$ cat src/pkg/fro_pkg.sv
package fro_pkg;
  localparam logic [7:0]  ADDR_CTRL    = 8'h00;
  localparam logic [7:0]  ADDR_STAT    = 8'h04;
  localparam logic [7:0]  ADDR_OFS1    = 8'h08;
  localparam logic [7:0]  ADDR_OFS2    = 8'h0C;
  localparam int          OFS_HI_LSB   = 16;
  localparam int          CTRL_STALL_C = 0;
  localparam logic [12:0] PRESET_8     = 13'h0008;
  localparam logic [12:0] PRESET_16    = 13'h0010;
  localparam logic [12:0] PRESET_64    = 13'h0040;
  localparam logic [12:0] PRESET_256   = 13'h0100;
  localparam logic [12:0] PRESET_1024  = 13'h0400;
  localparam logic [1:0]  READY_DELAY  = 2'h2;
  localparam logic [2:0]  PAR_WRITES   = 3'h4;
  localparam int          PARITY_BIT   = 8;

  typedef enum logic [1:0] {
    FRO_PRESET,
    FRO_SERIAL,
    FRO_PARALLEL
  } fro_method_t;

  // Preset offset for a flag-select code, zero when the code is no preset
  function automatic logic [12:0] fro_preset(input logic [2:0] fs);
    case (fs)
      3'b111:  fro_preset = PRESET_64;
      3'b110:  fro_preset = PRESET_16;
      3'b101:  fro_preset = PRESET_8;
      3'b011:  fro_preset = PRESET_256;
      3'b001:  fro_preset = PRESET_1024;
      default: fro_preset = 13'h0000;
    endcase
  endfunction : fro_preset

  // Offset from a port A word, optionally skipping the parity bit
  function automatic logic [12:0] fro_extract(input logic [35:0] a, input logic ip, input int w);
    logic [12:0] r;
    r = 13'h0000;
    for (int i = 0; i < 13; i++) begin
      if (i < w) begin
        r[i] = (ip && i >= PARITY_BIT) ? a[i+1] : a[i];
      end
    end
    fro_extract = r;
  endfunction : fro_extract

  // Word of a long word at position idx in transfer order
  function automatic logic [17:0] fro_half(input logic [35:0] l, input logic be, input logic idx);
    fro_half = (be ^ idx) ? l[35:18] : l[17:0];
  endfunction : fro_half
endpackage : fro_pkg

$ cat src/hw/fro_config_loader.sv
// Local design decisions: the register offsets and the AHB-Lite slave port.
`timescale 1ns/10ps
module fro_config_loader #(
  parameter int OFS_W = 11
) (
  // System
  input  wire logic        clk_sys,
  input  wire logic        reset_n,
  // AHB-Lite slave
  input  wire logic        hsel,
  input  wire logic [31:0] haddr,
  input  wire logic [1:0]  htrans,
  input  wire logic        hwrite,
  input  wire logic [2:0]  hsize,
  input  wire logic [31:0] hwdata,
  input  wire logic        hready,
  output logic             hreadyout,
  output logic             hresp,
  output logic [31:0]      hrdata,
  // Configuration pins
  input  wire logic        fifo1_master_reset_n,
  input  wire logic        fifo2_master_reset_n,
  input  wire logic        endian_timing_select,
  input  wire logic        flag_select0_serial_data,
  input  wire logic        flag_select1_serial_enable,
  input  wire logic        flag_select2,
  // Port A write side
  input  wire logic        port_a_write,
  input  wire logic [35:0] port_a_data_bus,
  output logic             fifo1_write,
  output logic [35:0]      fifo1_wdata,
  output logic             port_a_full_n,
  output logic             port_a_input_ready,
  // Port B read side
  input  wire logic        fifo1_long_valid,
  input  wire logic [35:0] fifo1_long_word,
  output logic             fifo1_long_take,
  input  wire logic        port_b_read,
  output logic [17:0]      port_b_data,
  output logic             port_b_empty_n,
  output logic             port_b_output_ready,
  // Port C write side
  input  wire logic        port_c_write,
  input  wire logic [17:0] port_c_data,
  output logic             fifo2_long_valid,
  output logic [35:0]      fifo2_long_word,
  output logic             port_c_full_n,
  output logic             port_c_input_ready,
  // Configuration state
  output logic             byte_order_select,
  output logic             fifo1_fall_through_mode,
  output logic             fifo2_fall_through_mode,
  output logic             interspersed_parity_mode,
  output logic [12:0]      fifo1_empty_offset_reg,
  output logic [12:0]      fifo1_full_offset_reg,
  output logic [12:0]      fifo2_empty_offset_reg,
  output logic [12:0]      fifo2_full_offset_reg
);
  import fro_pkg::*;

  localparam int          SER_BITS = 4 * OFS_W;
  localparam logic [5:0]  SER_LAST = 6'(SER_BITS);

  logic        fifo1_master_reset_n_q;
  logic        fifo2_master_reset_n_q;
  logic        rise1;
  logic        rise2;
  logic        both;
  logic [2:0]  fs;
  logic        tm1_pend_q;
  logic        tm2_pend_q;
  fro_method_t method_q;
  logic [1:0]  rdy1_q;
  logic [1:0]  rdy2_q;
  logic [2:0]  par_cnt_q;
  logic [5:0]  ser_cnt_q;
  logic [51:0] ser_sr_q;
  logic        par_pend;
  logic        ser_pend;
  logic        a_ready;
  logic        c_ready;
  logic        a_take;
  logic        stall_c_q;
  logic [35:0] hold_q;
  logic        hold_v_q;
  logic        idx_q;
  logic        rd_ok;
  logic [17:0] cur_word;
  logic [17:0] b_data_q;
  logic        half_q;
  logic [17:0] first_q;
  logic        ap_wr_q;
  logic [7:0]  ap_addr_q;
  logic        ap_hit;

  assign fs    = {flag_select2, flag_select1_serial_enable, flag_select0_serial_data};
  assign rise1 = fifo1_master_reset_n & ~fifo1_master_reset_n_q;
  assign rise2 = fifo2_master_reset_n & ~fifo2_master_reset_n_q;
  assign both  = rise1 & rise2;

  always_ff @(posedge clk_sys) begin
    if (!reset_n) begin
      fifo1_master_reset_n_q <= 1'b1;
      fifo2_master_reset_n_q <= 1'b1;
    end else begin
      fifo1_master_reset_n_q <= fifo1_master_reset_n;
      fifo2_master_reset_n_q <= fifo2_master_reset_n;
    end
  end

  // Endian order latched at either release
  always_ff @(posedge clk_sys) begin
    if (!reset_n) begin
      byte_order_select <= 1'b0;
    end else if (rise1 || rise2) begin
      byte_order_select <= endian_timing_select;
    end
  end

  // Timing mode sampled one clock after release
  always_ff @(posedge clk_sys) begin
    if (!reset_n) begin
      tm1_pend_q              <= 1'b0;
      tm2_pend_q              <= 1'b0;
      fifo1_fall_through_mode <= 1'b0;
      fifo2_fall_through_mode <= 1'b0;
    end else begin
      tm1_pend_q <= rise1;
      tm2_pend_q <= rise2;
      if (tm1_pend_q && fifo1_master_reset_n) begin
        fifo1_fall_through_mode <= ~endian_timing_select;
      end
      if (tm2_pend_q && fifo2_master_reset_n) begin
        fifo2_fall_through_mode <= ~endian_timing_select;
      end
    end
  end

  // Programming method chosen at the joint release
  always_ff @(posedge clk_sys) begin
    if (!reset_n) begin
      method_q                 <= FRO_PRESET;
      interspersed_parity_mode <= 1'b0;
    end else if (both) begin
      if (fs == 3'b010) begin
        method_q                 <= FRO_SERIAL;
        interspersed_parity_mode <= 1'b0;
      end else if (fs[1:0] == 2'b00) begin
        method_q                 <= FRO_PARALLEL;
        interspersed_parity_mode <= ~flag_select2;
      end else begin
        method_q                 <= FRO_PRESET;
        interspersed_parity_mode <= 1'b0;
      end
    end else if (rise1 || rise2) begin
      method_q                 <= FRO_PRESET;
      interspersed_parity_mode <= 1'b0;
    end
  end

  // Write-side flags rise two clocks after release unless ser_pend, or for port C par_pend or stall_c_q, holds them low
  always_ff @(posedge clk_sys) begin
    if (!reset_n || !fifo1_master_reset_n) begin
      rdy1_q <= 2'h0;
    end else if (rdy1_q != READY_DELAY) begin
      rdy1_q <= rdy1_q + 2'h1;
    end
  end

  always_ff @(posedge clk_sys) begin
    if (!reset_n || !fifo2_master_reset_n) begin
      rdy2_q <= 2'h0;
    end else if (rdy2_q != READY_DELAY) begin
      rdy2_q <= rdy2_q + 2'h1;
    end
  end

  assign par_pend = (method_q == FRO_PARALLEL) && (par_cnt_q != PAR_WRITES);
  assign ser_pend = (method_q == FRO_SERIAL) && (ser_cnt_q != SER_LAST);
  assign a_ready  = (rdy1_q == READY_DELAY) && !ser_pend;
  assign c_ready  = (rdy2_q == READY_DELAY) && !ser_pend && !par_pend && !stall_c_q;
  assign a_take   = port_a_write && a_ready;

  // Flags follow the selected timing mode
  assign port_a_full_n      = a_ready & ~fifo1_fall_through_mode;
  assign port_a_input_ready = a_ready & fifo1_fall_through_mode;
  assign port_c_full_n      = c_ready & ~fifo2_fall_through_mode;
  assign port_c_input_ready = c_ready & fifo2_fall_through_mode;

  // Parallel load counter and FIFO1 write forwarding
  always_ff @(posedge clk_sys) begin
    if (!reset_n || both) begin
      par_cnt_q <= 3'h0;
    end else if (a_take && par_pend) begin
      par_cnt_q <= par_cnt_q + 3'h1;
    end
  end

  always_ff @(posedge clk_sys) begin
    if (!reset_n) begin
      fifo1_write <= 1'b0;
      fifo1_wdata <= 36'h0_0000_0000;
    end else begin
      fifo1_write <= a_take && !par_pend;
      if (a_take && !par_pend) begin
        fifo1_wdata <= port_a_data_bus;
      end
    end
  end

  // Serial shift of offset bits, most significant of Y1 first
  always_ff @(posedge clk_sys) begin
    if (!reset_n || both) begin
      ser_cnt_q <= 6'h00;
      ser_sr_q  <= 52'h0_0000_0000_0000;
    end else if (ser_pend && !flag_select1_serial_enable && rdy1_q == READY_DELAY) begin
      ser_cnt_q <= ser_cnt_q + 6'h01;
      ser_sr_q  <= {ser_sr_q[50:0], flag_select0_serial_data};
    end
  end

  // Offset registers
  always_ff @(posedge clk_sys) begin
    if (!reset_n) begin
      fifo1_full_offset_reg  <= 13'h0000;
      fifo1_empty_offset_reg <= 13'h0000;
      fifo2_full_offset_reg  <= 13'h0000;
      fifo2_empty_offset_reg <= 13'h0000;
    end else begin
      if (rise1) begin
        fifo1_full_offset_reg  <= fro_preset(fs);
        fifo1_empty_offset_reg <= fro_preset(fs);
      end
      if (rise2) begin
        fifo2_full_offset_reg  <= fro_preset(fs);
        fifo2_empty_offset_reg <= fro_preset(fs);
      end
      if (a_take && par_pend) begin
        case (par_cnt_q)
          3'h0:    fifo1_full_offset_reg  <= fro_extract(port_a_data_bus, interspersed_parity_mode, OFS_W);
          3'h1:    fifo1_empty_offset_reg <= fro_extract(port_a_data_bus, interspersed_parity_mode, OFS_W);
          3'h2:    fifo2_full_offset_reg  <= fro_extract(port_a_data_bus, interspersed_parity_mode, OFS_W);
          default: fifo2_empty_offset_reg <= fro_extract(port_a_data_bus, interspersed_parity_mode, OFS_W);
        endcase
      end
      if (ser_pend && ser_cnt_q == SER_LAST - 6'h01 && !flag_select1_serial_enable
          && rdy1_q == READY_DELAY) begin
        fifo1_full_offset_reg  <= 13'(ser_sr_q[4*OFS_W-2 -: OFS_W]);
        fifo1_empty_offset_reg <= 13'(ser_sr_q[3*OFS_W-2 -: OFS_W]);
        fifo2_full_offset_reg  <= 13'(ser_sr_q[2*OFS_W-2 -: OFS_W]);
        fifo2_empty_offset_reg <= 13'({ser_sr_q[OFS_W-2:0], flag_select0_serial_data});
      end
    end
  end

  // Port B unpacking of long words into two words
  assign cur_word        = fro_half(hold_q, byte_order_select, idx_q);
  assign rd_ok           = port_b_read && hold_v_q;
  assign fifo1_long_take = !hold_v_q && fifo1_long_valid;

  always_ff @(posedge clk_sys) begin
    if (!reset_n || !fifo1_master_reset_n) begin
      hold_q   <= 36'h0_0000_0000;
      hold_v_q <= 1'b0;
      idx_q    <= 1'b0;
    end else if (fifo1_long_take) begin
      hold_q   <= fifo1_long_word;
      hold_v_q <= 1'b1;
      idx_q    <= 1'b0;
    end else if (rd_ok) begin
      idx_q    <= ~idx_q;
      hold_v_q <= ~idx_q;
    end
  end

  // Standard mode shows a word only after its read
  always_ff @(posedge clk_sys) begin
    if (!reset_n || !fifo1_master_reset_n) begin
      b_data_q <= 18'h0_0000;
    end else if (rd_ok) begin
      b_data_q <= cur_word;
    end
  end

  assign port_b_data         = fifo1_fall_through_mode ? cur_word : b_data_q;
  assign port_b_empty_n      = hold_v_q & ~fifo1_fall_through_mode;
  assign port_b_output_ready = hold_v_q & fifo1_fall_through_mode;

  // Port C packing of two words into a long word
  always_ff @(posedge clk_sys) begin
    if (!reset_n || !fifo2_master_reset_n) begin
      half_q           <= 1'b0;
      first_q          <= 18'h0_0000;
      fifo2_long_valid <= 1'b0;
      fifo2_long_word  <= 36'h0_0000_0000;
    end else begin
      fifo2_long_valid <= 1'b0;
      if (port_c_write && c_ready) begin
        half_q <= ~half_q;
        if (!half_q) begin
          first_q <= port_c_data;
        end else begin
          fifo2_long_valid <= 1'b1;
          fifo2_long_word  <= byte_order_select ? {first_q, port_c_data}
                                                : {port_c_data, first_q};
        end
      end
    end
  end

  // AHB-Lite slave, zero wait states
  assign hreadyout = 1'b1;
  assign hresp     = 1'b0;
  assign ap_hit    = hsel && htrans[1] && hready;

  always_ff @(posedge clk_sys) begin
    if (!reset_n) begin
      ap_wr_q   <= 1'b0;
      ap_addr_q <= 8'h00;
    end else begin
      ap_wr_q   <= ap_hit && hwrite;
      ap_addr_q <= haddr[7:0];
    end
  end

  always_ff @(posedge clk_sys) begin
    if (!reset_n) begin
      stall_c_q <= 1'b0;
    end else if (ap_wr_q && ap_addr_q == ADDR_CTRL) begin
      stall_c_q <= hwdata[CTRL_STALL_C];
    end
  end

  always_ff @(posedge clk_sys) begin
    if (!reset_n) begin
      hrdata <= 32'h0000_0000;
    end else if (ap_hit && !hwrite) begin
      case (haddr[7:0])
        ADDR_CTRL: hrdata <= {31'h0000_0000, stall_c_q};
        ADDR_STAT: hrdata <= {21'h00_0000, par_cnt_q, c_ready, a_ready, method_q,
                              interspersed_parity_mode, fifo2_fall_through_mode,
                              fifo1_fall_through_mode, byte_order_select};
        ADDR_OFS1: hrdata <= {3'h0, fifo1_full_offset_reg, 3'h0, fifo1_empty_offset_reg};
        ADDR_OFS2: hrdata <= {3'h0, fifo2_full_offset_reg, 3'h0, fifo2_empty_offset_reg};
        default:   hrdata <= 32'h0000_0000;
      endcase
    end
  end
endmodule : fro_config_loader

$ cat config.mk
export PLATFORM = sky130hd
export DESIGN_NAME = fro_config_loader
export DESIGN_NICKNAME = d
export VERILOG_FILES = /design/src/pkg/fro_pkg.sv /design/src/hw/fro_config_loader.sv
export SDC_FILE = /design/constraint.sdc
export NUM_CORES = 1
export LEC_CHECK = 0
export CAP_MARGIN = 25
export CORE_MARGIN = 2
export CORE_UTILIZATION = 50
export CTS_CLUSTER_DIAMETER = 120
export CTS_CLUSTER_SIZE = 8
export DETAILED_ROUTE_END_ITERATION = 6
export DONT_BUFFER_PORTS = 1
export PLACE_DENSITY = 0.62
export SYNTH_ARGS = -nofsm -noshare
export SYNTH_HDL_FRONTEND = slang
export SYNTH_SLANG_ARGS = --single-unit
export TNS_END_PERCENT = 10
$ cat constraint.sdc
create_clock -name clk_sys -period 2.4 [get_ports clk_sys]
set_input_delay 0.36 -clock clk_sys [delete_from_list [all_inputs] [get_ports clk_sys]]
set_output_delay 0.36 -clock clk_sys [all_outputs]
set_load 0.02 [all_outputs]
==> results of run 1 <==
[stage by stage]
| step | utilization | worst slack, ps | std cells | area (um^2) | TNS (ps) |
|---|---|---|---|---|---|
| 3_3_place_gp | 0.525 | 301 | 1760 | 13600 | 0 |
| 5_1_grt | 0.610 | 3.20 | 1909 | 15800 | 0 |
| 6_report | 0.610 | 77.4 | 1909 | 15800 | 0 |
| 2_1_floorplan | - | 329 | 1488 | 13100 | 0 |
| 4_1_cts | 0.607 | -7.16 | 1907 | 15700 | -7.16 |
| 3_5_place_dp | 0.525 | 262 | 1760 | 13600 | 0 |
[placed cells by master, fill, tap and decap left out, drive strengths merged, types with 4 or more instances in the layout]
master,count
nor4,4
and2,33
and3,6
a22oi,10
a32o,7
ha,8
a22o,14
mux2,10
conb,8
mux2i,138
inv,14
nand4b,4
nand2b,6
nand4,5
nand3,28
xnor2,6
dfxtp,303
a32oi,4
buf,70
a211oi,65
o21ai,43
nor3,8
a21oi,164
nor2,101
nand2,294
a2bb2oi,16
nor2b,9
dlygate4sd3,99
clkbuf,45
o31ai,11
a2111oi,4
[routing by layer]
layer  track usage  routed length [um]
met1         0.364               17000
met2         0.458               18700
met3        0.0879                3710
met4        0.0960                1270
met5             0                   0
[cell usage after synthesis, types with 6 or more instances]
cell,instances,area share
nor2b_1,9,0.0043
clkbuf_1,84,0.024
o31ai_1,10,0.0057
a22o_1,14,0.0093
nand2_1,293,0.084
buf_4,8,0.0046
mux2i_1,138,0.11
nor2_1,101,0.029
buf_6,12,0.010
and2_1,33,0.016
inv_1,13,0.0037
buf_1,7,0.0020
dfxtp_1,303,0.46
mux2_2,10,0.0086
nor3_1,8,0.0031
a21oi_1,163,0.062
ha_1,8,0.0076
nand3_1,28,0.011
a211oi_2,30,0.029
o21ai_0,42,0.016
buf_2,19,0.0072
a32o_1,7,0.0053
a2bb2oi_1,16,0.011
nand2b_1,6,0.0029
a22oi_1,10,0.0057
a211oi_1,35,0.020
[layout make-up]
cell class,count,area [um^2]
fill,2241,10100
sequential,303,6070
clock inverter,2,25.0
inverter,14,52.6
multi-input combinational,1041,6480
tap,335,419
clock buffer,45,1100
timing repair buffer,169,1650
[kinds of logic after synthesis]
kind of cell / Yosys count / share of synthesized area
fa+ha+maj: 8 / 0.00763
xor+xnor: 9 / 0.00658
mux: 149 / 0.116
simple gates: 516 / 0.172
other cells: 2 / 0.000573
buf+inv: 144 / 0.0522
flops: 303 / 0.462
compound gates: 351 / 0.183
[repair_timing]
| item | in CTS | in global routing |
|---|---|---|
| hold buffers | 98 | 1 |
| endpoints found under the setup margin | 4 | 12 |
| endpoints found under the hold margin | 100 | 1 |
| pin swaps | 1 | 0 |
| setup buffers | 2 | 0 |
| gates resized for setup | 4 | 12 |
[power groups by stage]
| stage | sequential (mW) | combinational (mW) | clock (mW) |
|---|---|---|---|
| finish | 5.15 | 0.651 | 5.30 |
| global route | 5.15 | 0.697 | 5.56 |
| CTS | 5.15 | 0.636 | 5.35 |
| detailed placement | 5.25 | 0.492 | 0 |
| global placement | 5.24 | 0.486 | 0 |
| floorplan | 5.24 | 0.400 | 0 |
[final timing paths]
check / to / slack (ps)
setup / recovery: port_a_full_n / 80
hold / removal: hold_q[25]$_SDFFE_PP0P_ / 7
setup reg to reg: fifo2_full_offset_reg[8]$_SDFF_PN0_ / 340
hold reg to reg: tm1_pend_q$_SDFF_PN0_ / 440
==> run summary, run 1 <==
Status: complete, no violations
Critical path origin: ser_cnt_q[4]$_SDFFE_PP0P_
Skew-Pair Late Insertion Delay: 520 ps
GRT overflow: 0
Row Count: 59
Syn Inst Count: 1482
Internal: 8.59 mW
Fmax: 0.431 GHz
Gate power share: 0.059
Largest register FFs: 43
Number of library cell types mapped by synthesis: 66
FFs w/ async S/R, synth: 0
Setup Crit Path Kind: flip-flop to primary output
# Max-Cap Violations: 0
Vert. Die Dim: 166 um
Hold Crit Start: fifo1_long_word[25]
Sequential power share: 0.464
RSZ-0062 raised after global routing: false
FF-to-FF path depth: 6
Slew headroom: 0.494
Pleak: 5.78 nW
DR DRC count: 0
I/O Buffers: 0
Io pins: 363
Critical path launch point type: flip-flop
Skew final: 9.63 ps
Initial antenna violation count: 0
CP max-delay cell: dfxtp_1
Slew @ Worst Pin: 759 ps
CP max FO: 6
Avg Vias per Cell: 5.86
Vias in the first global route: 10900
Share of cells above drive strength 1: 0.118
Synth Register Bits: 303
Largest net degree at the start of global routing: 79
Reg clk slew, reported paths: 50 ps
ANT cells: 0
Average wire per standard cell: 21.3 um
Avg Inst Size Synth: 8.85 um^2
RD Place Congestion: 0.799
Layout area overhead: 20.5%
Period minus WS final: 2320 ps
Detail Placement HPWL: 26200 um
CP Depth: 6
Netlist Area Pre-Place: 13100 um^2
CP most frequent cell: buf_4
Clock root buffer master: clkbuf_16
Max Slew Vio Count: 0
CP bufs+invs: 2
Worst hold slack: 6.99 ps
Synth Flop Type: dfxtp_1
Crit path DAT: 1960 ps
Die W: 166 um
First drt pass iteration count: 5
Largest Register: ser_sr_q
Bufs on Longest Clock Path: 3
Top delay family on crit path: flip-flops
Final hold vios: 0
Final Cycle Share: 0.968
Synth warn: 0
First-pass GRT wire length: 63100 um
Final ANT Viol Nets: 0
Via count: 11200
Worst min-delay path category: input port to flip-flop
Hold Crit Depth: 2
Total chip power: 11.1 mW
CTS H-Tree Depth: 2
Worst-path cell chain: and4b_1 -> a211o_4 -> buf_4 -> nand2_1 -> nor2_1 -> buf_4
Final WL: 40700 um
Die Area: 27500 um^2
CTS tree: done
Total Routing Usage GR: 0.285
Sw Share: 0.225
Max VDD drop: 0.000536 V
WP data required: 2040 ps
Endpoints failing setup: 0
CORE AREA: 25900 um^2
Post-synth EDFFs: 0
Starting Density: 0.506
Clock share of power: 0.477
Origin of the critical flop-to-flop path: rdy1_q[0]$_SDFFE_PP0P_
CTS Buf Count: 43
DRT iter0 DRCs: 931
Clk sinks: 303
Net Switching: 2.50 mW
Part of the Yosys area used for sequential elements: 0.462
CP Capture Type: primary output
Final nets: 1754
Crit path largest cell delay: 380 ps
P per Cell Area: 702 nW/um^2
(Power assumes the default switching activity.)
==> run 2, diff against run 1 <==
- MAX_ROUTING_LAYER: default -> met4
==> run summary, run 2 (synthesis gave the netlist of run 1 again) <==
CP max FO: 6 (unchanged)
Reg clk slew, reported paths: 50 ps (about the same)
Final nets: 1754 (unchanged)
Slew headroom: 0.492 (-0.00216)
CTS H-Tree Depth: 2 (unchanged)
CTS tree: done
Slew @ Worst Pin: 762 ps (+3.24 ps)
CORE AREA: 25900 um^2 (unchanged)
Final hold vios: 0 (unchanged)
CTS Buf Count: 43 (unchanged)
Max VDD drop: 0.000538 V (+0.27%)
Largest register FFs: 43 (unchanged)
I/O Buffers: 0 (unchanged)
Total chip power: 11.1 mW (about the same)
DRT iter0 DRCs: 980 (+5.3%)
M1 GR Usage: 0.364 (-0.000605)
Commonest non-fill, non-tap cell in the layout: dfxtp_1
Die W: 166 um (unchanged)
Final ANT Viol Nets: 0 (unchanged)
Layout area overhead: 20.5% (about the same)
Largest net degree at the start of global routing: 79 (unchanged)
Setup TNS: 0 ps (unchanged)
Setup Crit Path Kind: flip-flop to primary output
Largest Register: ser_sr_q
ANT cells: 0 (unchanged)
Max Slew Vio Count: 0 (unchanged)
Clk sinks: 303 (unchanged)
Skew final: 11.5 ps (+1.82 ps)
CP max-delay cell: dfxtp_1
First-pass GRT wire length: 63100 um (about the same)
Detail Placement HPWL: 26200 um (unchanged)
Via count: 11100 (-0.60%)
Most Crowded Layer GR: met2
Critical path origin: ser_cnt_q[4]$_SDFFE_PP0P_
Crit path DAT: 1960 ps (about the same)
Final WL: 40700 um (about the same)
Final Cycle Share: 0.968 (about the same)
Starting Density: 0.506 (unchanged)
Bufs on Longest Clock Path: 3 (unchanged)
RSZ-0062 raised after global routing: false
Total Routing Usage GR: 0.293 (+0.00872)
# Max-Cap Violations: 0 (unchanged)
DR DRC count: 0 (unchanged)
Top delay family on crit path: flip-flops
Fmax: 0.430 GHz (about the same)
GR Layer Usage met2: 0.459 (+0.00108)
Sequential Area: 6070 um^2 (unchanged)
Die Area: 27500 um^2 (unchanged)
Worst min-delay path category: input port to flip-flop
Io pins: 363 (unchanged)
Avg Vias per Cell: 5.83 (-0.60%)
P per Cell Area: 702 nW/um^2 (about the same)
Vert. Die Dim: 166 um (unchanged)
Origin of the critical flop-to-flop path: rdy1_q[0]$_SDFFE_PP0P_
Status: complete, no violations
Critical path launch point type: flip-flop
WP data required: 2040 ps (about the same)
Grt met3 use: 0.0879 (unchanged)
Initial antenna violation count: 0 (unchanged)
CP most frequent cell: buf_4
CP bufs+invs: 2 (unchanged)
GRT overflow: 0 (unchanged)
Area occupied by multi-input gates: 6470 um^2 (-0.17%)
Hold Crit Start: fifo1_long_word[10]
Endpoints failing setup: 0 (unchanged)
Most frequent cells in the layout: dfxtp_1, nand2_1, a21oi_1, mux2i_1, nor2_1
Vias in the first global route: 10900 (+0.083%)
CP Capture Type: primary output
Pleak: 5.80 nW (+0.27%)
Crit path largest cell delay: 380 ps (about the same)
RD Place Congestion: 0.810 (+1.4%)
Row Count: 59 (unchanged)
Worst-path cell chain: and4b_1 -> a211o_4 -> buf_4 -> nand2_1 -> nor2_1 -> buf_4
Period minus WS final: 2320 ps (+1.08 ps)
Fillers: 2243 (+0.089%)
Clock root buffer master: clkbuf_16
First drt pass iteration count: 5 (unchanged)
Average wire per standard cell: 21.3 um (about the same)
Share of cells above drive strength 1: 0.116 (-0.00191)
Skew-Pair Late Insertion Delay: 520 ps (about the same)
## run 2: changes by cell type in the layout (fill, tap and decap cells not counted)
cell	before	now
mux2i_2	3	0
mux2i_1	135	138
## run 2: worst paths after layout
path                                                             to  slack (ps)  cells after the start
worst max-delay path                                  port_a_full_n          80                      6
worst min-delay path                        hold_q[10]$_SDFFE_PP0P_          10                      2
worst max register to register  fifo2_full_offset_reg[8]$_SDFF_PN0_         350                      6
worst min register to register                tm1_pend_q$_SDFF_PN0_         440                      1
## run 2: what timing repair did
action	CTS	global route
hold buffers	98	1
endpoints found under the hold margin	100	1
setup endpoints to repair	4	12
buffers inserted	2	0
pin swaps	1	0
gates resized for setup	4	9
## run 2: worst register-to-register path: cells and delay by family, from the launching register on
family / cells / cell delay [ps]
simple gates: 3 / 1070
compound gates: 1 / 250
buf+inv: 1 / 60
fa+ha+maj: 1 / 240
flops: 1 / 320
## run 2: cell type report
class | count | share of cell area
Multi-Input combinational cell | 1041 | 0.410
Sequential cell | 303 | 0.384
Timing Repair Buffer | 169 | 0.105
Clock buffer | 45 | 0.0699
Tap cell | 335 | 0.0265
Inverter | 14 | 0.00333
Clock inverter | 2 | 0.00158
## run 2: stage by stage
step           instances  hold WS [ps]  worst slack (ps)  cell area, um^2  utilization
2_1_floorplan       1488           397               329            13100            -
3_3_place_gp        1760           423               301            13600        0.525
3_5_place_dp        1760           435               262            13600        0.525
4_1_cts             1907          1.01             -7.16            15700        0.607
5_1_grt             1909          10.5             0.963            15800        0.610
6_report            1909          13.1              76.3            15800        0.610
## run 2: report_power, final
| part | internal (mW) | leakage (nW) | total [mW] | switching [mW] |
|---|---|---|---|---|
| combinational | 0.284 | 2.79 | 0.649 | 0.364 |
| sequential | 5.10 | 2.45 | 5.15 | 0.0497 |
| clock | 3.21 | 0.555 | 5.29 | 2.08 |
## run 2: routing by layer
layer,wire [um],vias to the layer above,share of wire
met5,0,-,0
met4,1240,0,0.030
met3,3610,70,0.089
met2,18800,440,0.46
met1,17100,5323,0.42
li1,-,5294,-
==> run 3, diff against run 2 <==
- ABC_AREA: default -> 1
- SLEW_MARGIN: default -> 20
==> run summary, run 3 <==
Status: complete, no violations
Reg clk slew, reported paths: 50 ps (about the same)
CP Capture Type: primary output
Pleak: 6.50 nW (+12%)
DRT iter0 DRCs: 1193 (+22%)
Detail Placement HPWL: 26300 um (+0.47%)
Setup TNS: 0 ps (unchanged)
Fmax: 0.434 GHz (+0.87%)
Critical path launch point type: flip-flop
Post-synthesis xor/xnor area fraction: 0.00188 (-0.00470)
Synth Register Bits: 303 (unchanged)
CTS H-Tree Depth: 2 (unchanged)
Final Cycle Share: 0.960 (-0.00836)
Worst-path cell chain: xnor2_2 -> buf_8 -> o21ai_0 -> o21ai_0 -> buf_4
Slew headroom: 0.456 (-0.0359)
CP most frequent cell: o21ai_0
Setup Crit Path Kind: flip-flop to primary output
I/O Buffers: 0 (unchanged)
CTS Buf Count: 43 (unchanged)
M1 GR Usage: 0.356 (-0.00743)
CP max-delay cell: dfxtp_1
Bufs on Longest Clock Path: 3 (unchanged)
Max Slew Vio Count: 0 (unchanged)
GR Layer Usage met2: 0.480 (+0.0207)
Io pins: 363 (unchanged)
Pre-CTS WS: 286 ps (+24.0 ps)
Die W: 167 um (+0.64%)
Fillers: 2513 (+12%)
First-pass GRT wire length: 64200 um (+1.9%)
Crit path DAT: 1940 ps (-20 ps)
Avg Inst Size Synth: 6.97 um^2 (-21%)
Die Area: 27900 um^2 (+1.3%)
ANT cells: 0 (unchanged)
Synthesized-area fraction occupied by adder cells: 0.00753 (-0.0000984)
P per Cell Area: 726 nW/um^2 (+3.5%)
Skew-Pair Late Insertion Delay: 530 ps (about the same)
Top delay family on crit path: buffers and inverters
Clk sinks: 303 (unchanged)
Final hold vios: 0 (unchanged)
Top post-synthesis cells by area: dfxtp_1, nand2_1, o21ai_0
Synth Area in Simple Gates: 0.296 (+0.124)
Clock root buffer master: clkbuf_16
Crit path largest cell delay: 390 ps (about the same)
Syn Inst Count: 1907 (+29%)
RSZ-0062 raised after global routing: true
Synth Flop Type: dfxtp_1
Synth warn: 0 (unchanged)
Largest Register: ser_sr_q
CP max FO: 36 (+30)
Netlist Area Pre-Place: 13300 um^2 (+1.3%)
Share of cells above drive strength 1: 0.0787 (-0.0376)
Commonest non-fill, non-tap cell in the layout: nand2_1
DR DRC count: 0 (unchanged)
Mux cell area share after synthesis: 0.0178 (-0.0978)
Starting Density: 0.510 (+0.00371)
First drt pass iteration count: 6 (+1)
CTS tree: done
Largest family of logic cells by synthesized area: simple AND/OR/NAND/NOR gates
Avg Vias per Cell: 5.44 (-6.6%)
RD Place Congestion: 0.845 (+4.2%)
Part of the Yosys area used for sequential elements: 0.456 (-0.00597)
Max VDD drop: 0.000581 V (+8.0%)
Number of library cell types mapped by synthesis: 32 (-52%)
# Max-Cap Violations: 0 (unchanged)
Final ANT Viol Nets: 0 (unchanged)
Skew final: 22.4 ps (+11.0 ps)
Row Count: 59 (unchanged)
Vias in the first global route: 11500 (+6.2%)
Average wire per standard cell: 17.6 um (-17%)
Layout area overhead: 15.6%
Final WS setup: 96.4 ps (+20.1 ps)
Most frequent cells in the layout: nand2_1, dfxtp_1, o21ai_0, nor2_1, nand3_1
Via count: 12400 (+11%)
Synth cell count leaders: nand2_1, dfxtp_1, o21ai_0, nor2_1, nand3_1
Largest register FFs: 43 (unchanged)
WP data required: 2040 ps (about the same)
Total Routing Usage GR: 0.293 (-0.000676)
Top-area cell type share of the netlist area: 0.456 (-0.00597)
Endpoints failing setup: 0 (unchanged)
GRT overflow: 0 (unchanged)
Final nets: 2124 (+21%)
FFs w/ async S/R, synth: 0 (unchanged)
Vert. Die Dim: 167 um (+0.64%)
Final WL: 40200 um (-1.4%)
Largest area contributor in the netlist: dfxtp_1
Largest net degree at the start of global routing: 56 (-29%)
CP bufs+invs: 2 (unchanged)
Compound-Gate Fraction of Synth Area: 0.142 (-0.0412)
Slew @ Worst Pin: 815 ps (+52.7 ps)
Top-count cell post-synth: nand2_1
Most Crowded Layer GR: met2
Period minus WS final: 2300 ps (-20.1 ps)
Post-synth EDFFs: 0 (unchanged)
CORE AREA: 26100 um^2 (+0.57%)
Worst min-delay path category: input port to flip-flop
Initial antenna violation count: 0 (unchanged)
Grt met3 use: 0.0627 (-0.0252)
## run 3: changes by cell type after synthesis, sizes merged, moves of 58 or more
| cell | before | now |
|---|---|---|
| inv | 13 | 117 |
| nand2 | 294 | 597 |
| o21ai | 43 | 206 |
| a211oi | 65 | 7 |
| nand3 | 28 | 161 |
| nor2 | 101 | 181 |
| mux2i | 138 | 0 |
## run 3: layout make-up
cell class | instances | area (um^2) | share of cell area
clock inverter | 2 | 25.0 | 0.00163
multi-input combinational | 1360 | 6230 | 0.405
tap | 335 | 419 | 0.0273
timing repair buffer | 113 | 1070 | 0.0695
sequential | 303 | 6070 | 0.395
clock buffer | 45 | 1100 | 0.0719
inverter | 121 | 454 | 0.0296
## run 3: layer usage
| metal | share of wire | vias to the layer above |
|---|---|---|
| li1 | - | 6193 |
| met1 | 0.41 | 5672 |
| met2 | 0.48 | 456 |
| met3 | 0.076 | 81 |
| met4 | 0.034 | 0 |
| met5 | 0 | - |
## run 3: power breakdown
part	internal [mW]	leakage, nW	total, mW	switching [mW]
sequential	5.12	2.45	5.19	0.0724
clock	3.21	0.555	5.29	2.08
combinational	0.236	3.49	0.680	0.444
total	8.57	6.50	11.2	2.60
## run 3: logic make-up after synthesis
kind of cell / Yosys count
flip-flops: 303
other: 2
AO/OA/AOI/OAI: 362
adder cells (fa/ha/maj): 8
XOR/XNOR: 2
multiplexers: 21
buffers and inverters: 250
AND/OR/NAND/NOR: 959
## run 3: path summary, 6_finish.rpt
kind,end,cells past startpoint,startpoint,slack [ps]
hold reg to reg,tm1_pend_q$_SDFF_PN0_,1,fifo1_master_reset_n_q$_SDFF_PN1_,410
setup reg to reg,first_q[13]$_SDFFE_PP0P_,10,par_cnt_q[0]$_SDFFE_PP0N_,320
hold / removal,first_q[10]$_SDFFE_PP0P_,2,port_c_data[10],10
setup / recovery,port_b_data[8],5,idx_q$_SDFFE_PP0P_,100
## run 3: what timing repair did
item | 4_1_cts | 5_1_grt
pin swaps | 1 | 0
hold endpoints to repair | 75 | 0
hold buffers | 61 | 0
gates resized for setup | 5 | 5
endpoints found under the setup margin | 6 | 8
buffers inserted | 1 | 0
## run 3: metrics by stage
stage / std cells / hold slack, ps / instance area (um^2) / utilization / power (mW)
5_1_grt: 2279 / 19.3 / 15400 / 0.590 / 11.5
3_3_place_gp: 2170 / 399 / 13600 / 0.521 / 5.85
3_5_place_dp: 2170 / 406 / 13600 / 0.521 / 5.86
6_report: 2279 / 13.1 / 15400 / 0.590 / 11.2
2_1_floorplan: 1913 / 393 / 13300 / - / 5.72
4_1_cts: 2279 / 0.205 / 15400 / 0.589 / 11.2
